File: src/design/i2cr_regs.svh
`ifndef I2CR_REGS_SVH
`define I2CR_REGS_SVH

// bus address with all straps low
`define I2CR_BASE_ADDR 7'h38
// operation codes in command byte 0
`define I2CR_OP_WR 3'h3
`define I2CR_OP_RD 3'h4
// byte counter values: address, after last command, after last data
`define I2CR_CNT_ADDR 4'h0
`define I2CR_CNT_CMD_DONE 4'h5
`define I2CR_CNT_DATA_DONE 4'h9
// field positions in the command bytes
`define I2CR_OP_MSB 2
`define I2CR_PSEL_HI_BIT 0
`define I2CR_PSEL_LO_BIT 7
`define I2CR_BE_MSB 5
`define I2CR_BE_LSB 2
`define I2CR_AHI_MSB 1
`define I2CR_RESET_WORD 32'h0000_0000

`endif

File: src/design/i2cr_pkg.sv
package i2cr_pkg;

  typedef enum logic [5:0] {
    ST_IDLE = 6'b000001,
    ST_RECV = 6'b000010,
    ST_RACK = 6'b000100,
    ST_SEND = 6'b001000,
    ST_MACK = 6'b010000,
    ST_WAIT = 6'b100000
  } i2cr_state_type;

endpackage

File: src/design/i2cr_slave.sv
`timescale 1ns/10ps
`include "i2cr_regs.svh"
module i2cr_slave #(
  parameter int STRAP_W = 3
) (
  input wire logic clk_sys_i,
  input wire logic rst_n_i,
  input wire logic [STRAP_W-1:0] addr_strap_i,
  input wire logic scl_i,
  input wire logic sda_i,
  output logic sda_o,
  output logic sda_oe_o,
  output logic reg_wr_o,
  output logic reg_rd_o,
  output logic [1:0] reg_port_o,
  output logic [11:2] reg_addr_o,
  output logic [3:0] reg_be_o,
  output logic [31:0] reg_wdata_o,
  input wire logic [31:0] reg_rdata_i
);

  if (STRAP_W < 1 || STRAP_W > 7) begin : g_check
    $error("STRAP_W must be 1 to 7");
  end

  function automatic logic [7:0] byte_of(input logic [31:0] word, input logic [1:0] idx);
    byte_of = word[31-8*idx -: 8];
  endfunction

  i2cr_pkg::i2cr_state_type state_reg;
  logic scl_q_reg, sda_q_reg;
  logic [STRAP_W-1:0] strap_reg;
  logic strap_done_reg;
  logic [7:0] shift_reg, tx_reg;
  logic [3:0] bit_cnt_reg, byte_cnt_reg;
  logic [1:0] rd_idx_reg;
  logic rw_reg, ack_reg, sda_oe_reg;
  logic [7:0] cmd0_reg, cmd1_reg, cmd2_reg, cmd3_reg;
  logic [31:0] wdata_reg, rd_buf_reg;
  logic wr_reg, rd_reg;

  wire start_det = scl_i & scl_q_reg & sda_q_reg & ~sda_i;
  wire stop_det = scl_i & scl_q_reg & ~sda_q_reg & sda_i;
  wire scl_rise = scl_i & ~scl_q_reg;
  wire scl_fall = ~scl_i & scl_q_reg;
  wire [6:0] my_addr = `I2CR_BASE_ADDR | 7'(strap_reg);
  wire addr_match = shift_reg[7:1] == my_addr;
  wire [2:0] opcode = cmd0_reg[`I2CR_OP_MSB:0];
  wire op_wr = opcode == `I2CR_OP_WR;
  wire op_rd = opcode == `I2CR_OP_RD;
  // acknowledge: address on match, command and four data bytes, else refuse
  wire ack_w = (byte_cnt_reg == `I2CR_CNT_ADDR) ? addr_match :
               (byte_cnt_reg < `I2CR_CNT_DATA_DONE);
  wire byte_done = (state_reg == i2cr_pkg::ST_RECV) && scl_fall && (bit_cnt_reg == 4'h8);
  wire ack_end = (state_reg == i2cr_pkg::ST_RACK) && scl_fall;
  wire to_send = ack_reg && rw_reg && (byte_cnt_reg == 4'h1);
  // register update only after the fourth data byte is acknowledged
  wire fire_wr = ack_end && ack_reg && !rw_reg && op_wr &&
                 (byte_cnt_reg == `I2CR_CNT_DATA_DONE);
  wire fire_rd = ack_end && ack_reg && !rw_reg && op_rd &&
                 (byte_cnt_reg == `I2CR_CNT_CMD_DONE);
  wire [7:0] first_tx = byte_of(rd_buf_reg, 2'h0);
  wire [7:0] next_tx = byte_of(rd_buf_reg, rd_idx_reg);

  assign sda_o = 1'b0;
  assign sda_oe_o = sda_oe_reg;
  assign reg_wr_o = wr_reg;
  assign reg_rd_o = rd_reg;
  assign reg_port_o = {cmd1_reg[`I2CR_PSEL_HI_BIT], cmd2_reg[`I2CR_PSEL_LO_BIT]};
  assign reg_addr_o = {cmd2_reg[`I2CR_AHI_MSB:0], cmd3_reg};
  assign reg_be_o = cmd2_reg[`I2CR_BE_MSB:`I2CR_BE_LSB];
  assign reg_wdata_o = wdata_reg;

  always_ff @(posedge clk_sys_i or negedge rst_n_i) begin
    if (!rst_n_i) begin
      scl_q_reg <= 1'b1;
      sda_q_reg <= 1'b1;
    end else begin
      scl_q_reg <= scl_i;
      sda_q_reg <= sda_i;
    end
  end

  // straps caught once after reset release
  always_ff @(posedge clk_sys_i or negedge rst_n_i) begin
    if (!rst_n_i) begin
      strap_reg <= '0;
      strap_done_reg <= 1'b0;
    end else if (!strap_done_reg) begin
      strap_reg <= addr_strap_i;
      strap_done_reg <= 1'b1;
    end
  end

  always_ff @(posedge clk_sys_i or negedge rst_n_i) begin
    if (!rst_n_i) begin
      wr_reg <= 1'b0;
      rd_reg <= 1'b0;
    end else begin
      wr_reg <= fire_wr;
      rd_reg <= fire_rd;
    end
  end

  // read data is taken during the fetch pulse
  always_ff @(posedge clk_sys_i or negedge rst_n_i) begin
    if (!rst_n_i) begin
      rd_buf_reg <= `I2CR_RESET_WORD;
    end else if (rd_reg) begin
      rd_buf_reg <= reg_rdata_i;
    end
  end

  // received bytes sorted into address, command and data
  always_ff @(posedge clk_sys_i or negedge rst_n_i) begin
    if (!rst_n_i) begin
      rw_reg <= 1'b0;
      cmd0_reg <= 8'h00;
      cmd1_reg <= 8'h00;
      cmd2_reg <= 8'h00;
      cmd3_reg <= 8'h00;
      wdata_reg <= `I2CR_RESET_WORD;
    end else if (byte_done) begin
      case (byte_cnt_reg)
        4'h0: rw_reg <= shift_reg[0];
        4'h1: cmd0_reg <= shift_reg;
        4'h2: cmd1_reg <= shift_reg;
        4'h3: cmd2_reg <= shift_reg;
        4'h4: cmd3_reg <= shift_reg;
        4'h5: wdata_reg[31:24] <= shift_reg;
        4'h6: wdata_reg[23:16] <= shift_reg;
        4'h7: wdata_reg[15:8] <= shift_reg;
        4'h8: wdata_reg[7:0] <= shift_reg;
        default: ;
      endcase
    end
  end

  always_ff @(posedge clk_sys_i or negedge rst_n_i) begin
    if (!rst_n_i) begin
      state_reg <= i2cr_pkg::ST_IDLE;
      shift_reg <= 8'h00;
      tx_reg <= 8'h00;
      bit_cnt_reg <= 4'h0;
      byte_cnt_reg <= 4'h0;
      rd_idx_reg <= 2'h0;
      ack_reg <= 1'b0;
      sda_oe_reg <= 1'b0;
    end else if (start_det) begin
      // repeated start keeps the command bytes
      state_reg <= i2cr_pkg::ST_RECV;
      bit_cnt_reg <= 4'h0;
      byte_cnt_reg <= `I2CR_CNT_ADDR;
      sda_oe_reg <= 1'b0;
    end else if (stop_det) begin
      state_reg <= i2cr_pkg::ST_IDLE;
      sda_oe_reg <= 1'b0;
    end else begin
      case (state_reg)
        i2cr_pkg::ST_RECV: begin
          if (scl_rise) begin
            shift_reg <= {shift_reg[6:0], sda_i};
            bit_cnt_reg <= bit_cnt_reg + 4'h1;
          end else if (byte_done) begin
            state_reg <= i2cr_pkg::ST_RACK;
            ack_reg <= ack_w;
            sda_oe_reg <= ack_w;
            if (byte_cnt_reg != `I2CR_CNT_DATA_DONE) begin
              byte_cnt_reg <= byte_cnt_reg + 4'h1;
            end
          end
        end
        i2cr_pkg::ST_RACK: begin
          if (scl_fall) begin
            bit_cnt_reg <= 4'h0;
            if (!ack_reg) begin
              state_reg <= i2cr_pkg::ST_WAIT;
              sda_oe_reg <= 1'b0;
            end else if (to_send) begin
              state_reg <= i2cr_pkg::ST_SEND;
              tx_reg <= first_tx;
              rd_idx_reg <= 2'h1;
              sda_oe_reg <= ~first_tx[7];
            end else begin
              state_reg <= i2cr_pkg::ST_RECV;
              sda_oe_reg <= 1'b0;
            end
          end
        end
        i2cr_pkg::ST_SEND: begin
          if (scl_fall) begin
            bit_cnt_reg <= bit_cnt_reg + 4'h1;
            if (bit_cnt_reg == 4'h7) begin
              state_reg <= i2cr_pkg::ST_MACK;
              sda_oe_reg <= 1'b0;
            end else begin
              tx_reg <= {tx_reg[6:0], 1'b0};
              sda_oe_reg <= ~tx_reg[6];
            end
          end
        end
        i2cr_pkg::ST_MACK: begin
          if (scl_rise) begin
            ack_reg <= ~sda_i;
          end else if (scl_fall) begin
            bit_cnt_reg <= 4'h0;
            if (ack_reg) begin
              state_reg <= i2cr_pkg::ST_SEND;
              tx_reg <= next_tx;
              rd_idx_reg <= rd_idx_reg + 2'h1;
              sda_oe_reg <= ~next_tx[7];
            end else begin
              state_reg <= i2cr_pkg::ST_WAIT;
            end
          end
        end
        i2cr_pkg::ST_IDLE, i2cr_pkg::ST_WAIT: begin
          sda_oe_reg <= 1'b0;
        end
        default: begin
          state_reg <= i2cr_pkg::ST_IDLE;
          sda_oe_reg <= 1'b0;
        end
      endcase
    end
  end

endmodule

File: config.mk
export PLATFORM = sky130hd
export DESIGN_NAME = i2cr_slave
export DESIGN_NICKNAME = d
export VERILOG_FILES = /design/src/design/i2cr_pkg.sv /design/src/design/i2cr_slave.sv
export VERILOG_INCLUDE_DIRS = /design/src /design/src/design
export SDC_FILE = /design/constraint.sdc
export NUM_CORES = 1
export LEC_CHECK = 0
export BUFFER_PORTS_ARGS = -buffer_cell sky130_fd_sc_hd__clkbuf_2
export CORE_MARGIN = 1.5
export CORE_UTILIZATION = 55
export DETAILED_ROUTE_END_ITERATION = 12
export PLACE_DENSITY = 0.78
export SLEW_MARGIN = 10
export SYNTH_ARGS = -nofsm -noshare
export SYNTH_HDL_FRONTEND = slang
export SYNTH_SLANG_ARGS = --single-unit
File: constraint.sdc
create_clock -name clk_sys_i -period 3.1 [get_ports clk_sys_i]
set_input_delay 0 -clock clk_sys_i [delete_from_list [all_inputs] [get_ports clk_sys_i]]
set_output_delay 0 -clock clk_sys_i [all_outputs]
set_load 0.005 [all_outputs]
==> impl_metrics.toml, run 1 <==
[outcome]
status = "completed"

[clock_network]
path_clk_slew_ps = 50
cts_made_buffers = 17
clkSinkCount = 125
cts_buffer_depth = 2
postCtsSetupBuffers = 0
cts_hold_buffers = 38
cts_tree = "yes"
clockRootBuffer = "clkbuf_8"
cts_resized = 0
h-tree-depth = 4
clk_latency_ps = 530

[yosys]
ys_async_sr_fraction_pct = 100
ys_seq_area_share_pct = 55.0
synth_fp_nets = 480
ys_types = 58
avgSynthCellArea_um2 = 13.1
synth-main-ff-cell = "dfrtp_1"
synth_top_area_cell = "dfrtp_1"
synth_warnings = 0
netlist_instances = 434
synthDominantCellAreaShare_pct = 53.6
netlist_top_cells_area = "dfrtp_1 (54%), mux2_2 (17%), mux4_2 (3.2%), mux2_1 (1.8%), ha_1 (1.5%)"
netlist_area_um2 = 5690
synth-seq-cells = 125
synth-edff-count = 0

[place]
gp_congestion = 0.835
portBuffers = 89
dp.cells = 637
dp_hpwl_mm = 7.97

[power_and_ir_drop]
ir_drop_uv = 487
combPwrFrac_pct = 4.9
pwr-share-seq_pct = 43.8
switchingPower_mw = 0.851
p_leak_nw = 3.59
intPower_mw = 3.00
sw_frac_of_total_pct = 22.1
p_clk_share_pct = 51.2
power.density_nw_per_um2 = 535
p_total_mw = 3.85

[drt]
wl_per_cell_um = 17.8
initialDrtViolationCount = 165
drt_first_pass_iters = 4
ant_nets = 0
viasPerCell = 5.59
vias = 3953
finalWirelength_mm = 12.6
drc = 0

[floorplanning]
io_pins = 91
initial_core_util_pct = 57.4
die_h_um = 105
die_w_um = 105
design.die.area_um2 = 11000
core_area_um2 = 9910
rows = 36

[layout]
finalNetCount = 607
fin_util_pct = 72.8
stdcell_count = 707
drive_above_1_share_pct = 41.5
antenna_cells = 0
area_delta_synth_final_pct = 26.7

[global_routing]
grt_max_degree = 69
antenna_found_initial = 0
gr-usage-all-layers_pct = 25.2
grt_pass1_vias = 4168
grt_remaining_overflow = 0
grt_first_pass_wirelength_mm = 21.3

[worst_setup_path]
cp_max_fo = 13
cp.arrival_ps = 3030
cpPeakStageDelay_ps = 620
crit_buf_inv = 0
worstPathCellList = "or4b_4, nor3_4, and3_1, and3_1, mux2_1"
startpoint_type = "flop"
endpoint_kind = "flop"
cp_slowest_cell = "or4b_4"
path_delay_family = "simple AND/OR/NAND/NOR gates"
crit_type = "reg2reg"
worstRegToRegCells = 5
cp_common_cell = "and3_1"
cp.depth = 5
cp.required_ps = 3500

[flow_run]
maxCapViolCount = 0

[sta]
tightest_slew_ps = 879
whs_ps = 143
clock-skew-final_ps = 9.72
setup_viol = 0
max_clock_freq_ghz = 0.380
relSlewSlack_pct = 41.4
hold_viol_final = 0
period_needed_ps = 2630
finalSetupTns_ps = 0
fin_crit_sh_pct = 84.8
rsz0062_at_grt = "false"
drv_slew = 0

[hold_path]
hold_path.class = "in2async"
## power by group through the flow
| stage | sequential, mW | combinational [mW] | clock [mW] |
|---|---|---|---|
| finish | 1.69 | 0.190 | 1.97 |
| global route | 1.69 | 0.218 | 2.09 |
| CTS | 1.69 | 0.192 | 2.00 |
| detailed placement | 1.72 | 0.154 | 0 |
| global placement | 1.72 | 0.145 | 0 |
| floorplan | 1.71 | 0.0813 | 0 |
## metrics by stage
| step | setup WS (ps) | instance area (um^2) |
|---|---|---|
| finish | 471 | 7210 |
| global placement | 545 | 6230 |
| floorplan | 792 | 5690 |
| detailed placement | 469 | 6230 |
| global route | 333 | 7210 |
| CTS | 467 | 7210 |
## per-layer routing
layer	vias up	global-route usage (%)	part of all wire, %
met4	0	9.39	2.0
met1	2012	33.0	43
met5	-	0	0
li1	1817	-	-
met2	105	40.8	51
met3	19	6.24	4.6
## path summary, 6_finish.rpt
path	from	to	slack [ps]
worst max register to register	state_reg[3]	reg_wdata_o[5]	470
worst min register to register	tx_reg[4]	tx_reg[4]	480
worst min-delay path	rst_n_i	rd_buf_reg[29]	140
min in group clk_sys_i	scl_i	scl_q_reg	180
worst max-delay path	state_reg[3]	reg_wdata_o[5]	470
max in group asynchronous	rst_n_i	cmd3_reg[7]	2150
## layout by cell type (no fill, tap or decap), types with 3 or more instances in the layout
cell,instances
mux2_2,87
and3b_1,3
nand4_1,5
a22o_1,6
nand3_1,5
a21oi_1,12
nand2b_1,6
mux2i_1,3
clkbuf_16,16
o21a_1,3
o21ai_0,15
nor2b_1,5
o31ai_1,3
nor3_2,3
and3_1,5
or3_1,3
a211oi_1,3
mux4_2,8
buf_4,3
dlygate4sd3_1,38
clkbuf_2,88
clkinv_2,3
nand2_1,21
nand2_2,4
xnor2_1,6
bufinv_16,3
dfrtp_1,122
inv_1,7
clkinv_4,3
nor3_1,3
ha_1,7
dfstp_2,3
nor2_1,19
mux2_1,9
## Yosys cell counts, types with 4 or more instances
master    instances
o21ai_0          15
a22o_1            6
and3_1            5
mux4_2            8
inv_1             7
a21oi_1          12
ha_1              7
nand4_1           5
nand2_2           4
mux2_1            9
nand2b_1          6
mux2_2           87
buf_1             5
nand3_1           5
nor2_1           19
xnor2_1           6
nand2_1          21
nor2b_1           5
clkbuf_1          9
dfrtp_1         122
buf_2             4
## kinds of logic (layout without fill, tap and decap cells)
family / after synthesis / in the layout / synth area share, %
flops: 125 / 125 / 55.0
mux: 107 / 107 / 22.7
simple gates: 99 / 99 / 10.2
compound gates: 57 / 57 / 6.79
buf+inv: 29 / 169 / 2.33
xor+xnor: 8 / 8 / 1.23
fa+ha+maj: 7 / 7 / 1.54
other cells: 2 / 2 / 0.132
## worst reg2reg max path: stages (launching register included)
cell     delay [ps]
dfrtp_1         510
or4b_4          620
nor3_4          250
and3_1          330
and3_1          430
mux2_1          370
## final cells by class
type                            count  area (um^2)
Tap cell                          133          166
Multi-Input combinational cell    280         2430
Inverter                            7         26.3
Clock inverter                     13          164
Timing Repair Buffer              130          863
Sequential cell                   125         3130
Fill cell                         683         2700
Clock buffer                       19          432
(Power assumes the default switching activity.)
==> run 2: changes to the inputs <==
ABC_AREA = 1   (was not set)
clock period = 2.6 ns   (was 3.1 ns; I/O delays follow)
==> impl_metrics.toml, run 2 <==
[worst_setup_path]
cpPeakStageDelay_ps = 550
cp_slowest_cell = "dfstp_2"
cp.arrival_ps = 2320
cp_common_cell = "nand2_1"
worstPathCellList = "nand2_1, inv_1, nand3_1, nand2_1, nor2_1, nor2_2, nand3_1, nand2_1, nand2_1"
endpoint_kind = "flop"
cp_max_fo = 11
cp.required_ps = 3000
crit_type = "reg2reg"
startpoint_type = "flop"

[outcome]
status = "completed"

[yosys]
synth_top_area_cell = "dfrtp_1"
ys_seq_area_share_pct = 53.8
ys_types = 39
synth_top_cells_by_count = "nand2_1 (171), dfrtp_1 (122), o21ai_0 (85), inv_1 (56), nor2_1 (34)"
synth_top_family_by_area = "simple AND/OR/NAND/NOR gates"
synth_fa_ha_area_share_pct = 1.50
netlist_area_um2 = 5830
avgSynthCellArea_um2 = 8.89
synth-edff-count = 0
netlist_top_cells_area = "dfrtp_1 (52%), nand2_1 (11%), o21ai_0 (7.3%), inv_1 (3.6%), nand3_1 (2.6%)"
synthDominantCellAreaShare_pct = 52.4
ys_async_sr_fraction_pct = 100
synthMuxAreaShare_pct = 2.51
synth_warnings = 0
synth-main-ff-cell = "dfrtp_1"
netlist_instances = 655
synth_fp_nets = 701
synth-xor-area-share_pct = 0.752
synth-simple-area-share_pct = 22.4
synth-seq-cells = 125
synth.most_common_cell = "nand2_1"
synth_compound_area_share_pct = 12.8

[clock_network]
clockRootBuffer = "clkbuf_8"
cts_resized = 0
h-tree-depth = 4
cts_buffer_depth = 2
cts_made_buffers = 17
cts_tree = "yes"
path_clk_slew_ps = 60
clkSinkCount = 125
clk_latency_ps = 520

[drt]
ant_nets = 0
viasPerCell = 5.43
finalWirelength_mm = 14.7
drt_first_pass_iters = 7
vias = 5065
wl_per_cell_um = 15.7
drc = 0
initialDrtViolationCount = 434

[power_and_ir_drop]
power.density_nw_per_um2 = 694
ir_drop_uv = 477
p_leak_nw = 3.61
p_total_mw = 5.08

[sta]
tightest_slew_ps = 687
setup_viol = 0
relSlewSlack_pct = 54.2
hold_viol_final = 0
clock-skew-final_ps = 11.6
max_clock_freq_ghz = 0.521
period_needed_ps = 1920
finalSetupTns_ps = 0
rsz0062_at_grt = "false"
fin_crit_sh_pct = 73.8
drv_slew = 0

[floorplanning]
core_area_um2 = 10300
io_pins = 91
initial_core_util_pct = 56.7
die_w_um = 106
rows = 37
design.die.area_um2 = 11200
die_h_um = 106

[global_routing]
antenna_found_initial = 0
grt_max_degree = 53
grt_first_pass_wirelength_mm = 24.5
grt_pass1_vias = 5118
gr-usage-all-layers_pct = 28.1
grt_remaining_overflow = 0

[layout]
final_cell_mix = "nand2_1 (171), dfrtp_1 (122), clkbuf_2 (88)"
fill_cells = 744
layout_commonest_cell = "nand2_1"
register_area_um2 = 3130
finalNetCount = 831
antenna_cells = 0
drive_above_1_share_pct = 22.2
area_delta_synth_final_pct = 25.8
multiInputGateArea_um2 = 2330

[flow_run]
maxCapViolCount = 0

[place]
gp_congestion = 0.898
dp_hpwl_mm = 9.05
portBuffers = 89

[hold_path]
hold_path.class = "in2async"
-- run 2: cell types whose count changed after synthesis, moves of 15 or more --
cell	change
nor2_1	+15
nand3_1	+25
o21ai_1	+23
nand2_1	+150
o21ai_0	+70
mux2_2	-74
inv_1	+49
-- run 2: routing by layer --
| layer | track usage (%) | vias to the layer above | share of wire, % |
|---|---|---|---|
| met4 | 12.6 | 0 | 3.6 |
| li1 | - | 2403 | - |
| met5 | 0 | - | 0 |
| met3 | 8.09 | 56 | 7.1 |
| met2 | 47.1 | 227 | 49 |
| met1 | 33.6 | 2379 | 40 |
-- run 2: kinds of logic after synthesis --
family | count (synthesis)
XOR/XNOR | 5
AND/OR/NAND/NOR | 280
other | 2
buffers and inverters | 81
AO/OA/AOI/OAI | 142
flip-flops | 125
multiplexers | 13
adder cells (fa/ha/maj) | 7
-- run 2: cell type report --
| class | count | share of cell area (%) |
|---|---|---|
| Clock buffer | 22 | 6.45 |
| Clock inverter | 9 | 1.50 |
| Inverter | 60 | 3.14 |
| Multi-Input combinational cell | 449 | 31.8 |
| Sequential cell | 125 | 42.7 |
| Tap cell | 136 | 2.32 |
| Timing Repair Buffer | 132 | 12.0 |
-- run 2: path summary, 6_finish.rpt --
path / slack [ps] / start / depth (start not counted) / end
max: 680 / scl_q_reg / 9 / bit_cnt_reg[3]
min: 60 / rst_n_i / 2 / rd_buf_reg[18]
max reg2reg: 680 / scl_q_reg / 9 / bit_cnt_reg[3]
min reg2reg: 480 / cmd3_reg[0] / 2 / cmd3_reg[0]
max in group asynchronous: 1700 / rst_n_i / 3 / sda_q_reg
min in group clk_sys_i: 150 / scl_i / 2 / scl_q_reg
-- run 2: power breakdown --
group	total, mW	internal [mW]	switching, mW
Sequential	2.15	2.04	0.108
Clock	2.32	1.46	0.859
Combinational	0.619	0.220	0.400
Total	5.08	3.72	1.37
-- run 2: what timing repair did --
| action | in CTS | in global routing |
|---|---|---|
| buffers inserted | 0 | 0 |
| hold endpoints to repair | 88 | 0 |
| hold buffers | 38 | 0 |
-- run 2: stage by stage --
| stage | util, % | instances | hold WS (ps) | worst slack [ps] | instance area [um^2] |
|---|---|---|---|---|---|
| finish | 71.3 | 933 | 56.3 | 680 | 7330 |
| CTS | 71.3 | 933 | 83.6 | 716 | 7330 |
| global placement | 61.9 | 864 | 75.2 | 834 | 6360 |
| detailed placement | 61.9 | 864 | 84.7 | 725 | 6360 |
| floorplan | - | 655 | -296 | 945 | 5830 |
| global route | 71.3 | 933 | 123 | 468 | 7330 |
-- run 2: critical path: cells and delay by family (launching register included) --
family | cells | cell delay, ps
flops | 1 | 550
simple gates | 8 | 1170
buf+inv | 1 | 70
==> run 3: changes to the inputs <==
ABC_AREA = 0   (was 1)
clock period = 1.8 ns   (was 2.6 ns; I/O delays follow)
==> impl_metrics.toml, run 3 (same netlist as run 1, synthesis figures left out) <==
[place]
dp_slack_ps = -364
dp_hpwl_mm = 8.83
dp.cells = 683
portBuffers = 89
gp_congestion = 0.911
placed_cell_area_um2 = 6680

[worst_setup_path]
cp_max_fo = 8
cp_common_cell = "buf_6"
path_delay_family = "simple AND/OR/NAND/NOR gates"
cp.arrival_ps = 2680
cp.required_ps = 2200
worstPathCellList = "or4b_4, nor3_4, buf_6, nand3_4, nor2_4, buf_6, nand2_8, mux2_2"
startpoint_type = "flop"
crit_buf_inv = 2
crit_type = "reg2reg"
endpoint_kind = "flop"
cpPeakStageDelay_ps = 560
cp_slowest_cell = "or4b_4"

[sta]
whs_ps = 21.6
drv_slew = 0
tightest_slew_ps = 556
finalSetupTns_ps = -31230
hold_viol_final = 0
max_clock_freq_ghz = 0.440
rsz0062_at_grt = "true"
clock-skew-final_ps = 15.1
period_needed_ps = 2270
fin_crit_sh_pct = 126
relSlewSlack_pct = 62.9
setup_viol = 87
worst_slack_ps = -474

[layout]
area_delta_synth_final_pct = 41.1
drive_above_1_share_pct = 52.9
finalNetCount = 664
stdcell_count = 763
stdcell_area_um2 = 8030
final_cell_mix = "dfrtp_1 (122), clkbuf_2 (88), mux2_2 (86)"
antenna_cells = 0
layout_commonest_cell = "dfrtp_1"

[floorplanning]
core_area_um2 = 9910
design.die.area_um2 = 11000
die_h_um = 105
die_w_um = 105
rows = 36
io_pins = 91
initial_core_util_pct = 57.4

[global_routing]
gr-usage-all-layers_pct = 31.0
grt_max_degree = 52
grt_pass1_vias = 4759
antenna_found_initial = 0
grt_first_pass_wirelength_mm = 25.8
grt_remaining_overflow = 0

[drt]
finalWirelength_mm = 16.4
drt_first_pass_iters = 9
vias = 4537
initialDrtViolationCount = 399
drc = 0
met3WireLength_um = 977
wl_met1_mm = 6.54
ant_nets = 0
met2_length_mm = 8.18
top_layer = "met4"
wl_per_cell_um = 21.4
viasPerCell = 5.95

[clock_network]
cts_made_buffers = 17
path_clk_slew_ps = 60
cts_tree = "yes"
clk_latency_ps = 520
clkSinkCount = 125
h-tree-depth = 4
cts_buffer_depth = 2
clockRootBuffer = "clkbuf_8"

[power_and_ir_drop]
sw_frac_of_total_pct = 23.2
combPwrFrac_pct = 6.8
ir_drop_uv = 674
power.density_nw_per_um2 = 851
intPower_mw = 5.24
p_clk_share_pct = 50.8
switchingPower_mw = 1.59
pwr-share-seq_pct = 42.4
p_leak_nw = 3.97

[hold_path]
hold_path.class = "in2async"

[outcome]
violations = "setup timing"
status = "complete, but fails checks"

[flow_run]
maxCapViolCount = 0
-- run 3: cell types whose count changed in the layout (fill, tap and decap cells not counted), sizes merged, moves of 10 or more --
cell	delta
a21oi	-10
buf	+54
inv	-52
mux2	+83
nand2	-151
nand3	-31
nor2	-26
o21ai	-97
-- run 3: final timing paths --
check | from | end | slack, ps | cells after the start
max in group asynchronous | rst_n_i | sda_q_reg | 1120 | 3
min in group clk_sys_i | sda_i | sda_q_reg | 210 | 2
min | rst_n_i | bit_cnt_reg[0] | 20 | 2
max reg2reg | state_reg[3] | reg_wdata_o[20] | -470 | 8
min reg2reg | cmd3_reg[5] | cmd3_reg[5] | 510 | 1
max | state_reg[3] | reg_wdata_o[20] | -470 | 8
-- run 3: through the flow --
step	utilization (%)	power [mW]
5_1_grt	81.0	7.05
3_3_place_gp	67.4	3.29
3_5_place_dp	67.4	3.31
4_1_cts	79.1	6.79
2_1_floorplan	-	3.09
6_report	81.0	6.83
-- run 3: layer usage --
| metal | GRT usage, % | vias up |
|---|---|---|
| li1 | - | 1939 |
| met1 | 38.3 | 2307 |
| met2 | 51.7 | 217 |
| met3 | 8.11 | 74 |
| met4 | 12.9 | 0 |
| met5 | 0 | - |
-- run 3: worst register-to-register path, cell delays in order (launching register included) --
cell	delay [ps]
dfrtp_1	390
or4b_4	560
nor3_4	220
buf_6	150
nand3_4	90
nor2_4	170
buf_6	170
nand2_8	90
mux2_2	320
-- run 3: what timing repair did --
item                                   4_1_cts  5_1_grt
hold buffers                                38        0
cloned                                       1        0
pin swaps                                   14       11
gates resized for setup                     32       40
endpoints found under the hold margin      162        0
setup endpoints to repair                   86       87
setup buffers                                5        6
-- run 3: final cells by class --
| cell class | count | area [um^2] |
|---|---|---|
| fillers | 523 | 1880 |
| multi-input cells | 280 | 2710 |
| flip-flops and latches | 125 | 3130 |
| clock buffers | 18 | 428 |
| well taps | 133 | 166 |
| repair buffers | 187 | 1400 |
| clock inverters | 13 | 168 |
| inverters | 7 | 26.3 |
-- run 3: power groups by stage --
stage	clock [mW]	sequential, mW	combinational [mW]
2_1_floorplan	0	2.94	0.150
3_3_place_gp	0	2.94	0.348
3_5_place_dp	0	2.95	0.364
4_1_cts	3.46	2.90	0.437
5_1_grt	3.63	2.90	0.516
6_report	3.47	2.90	0.466
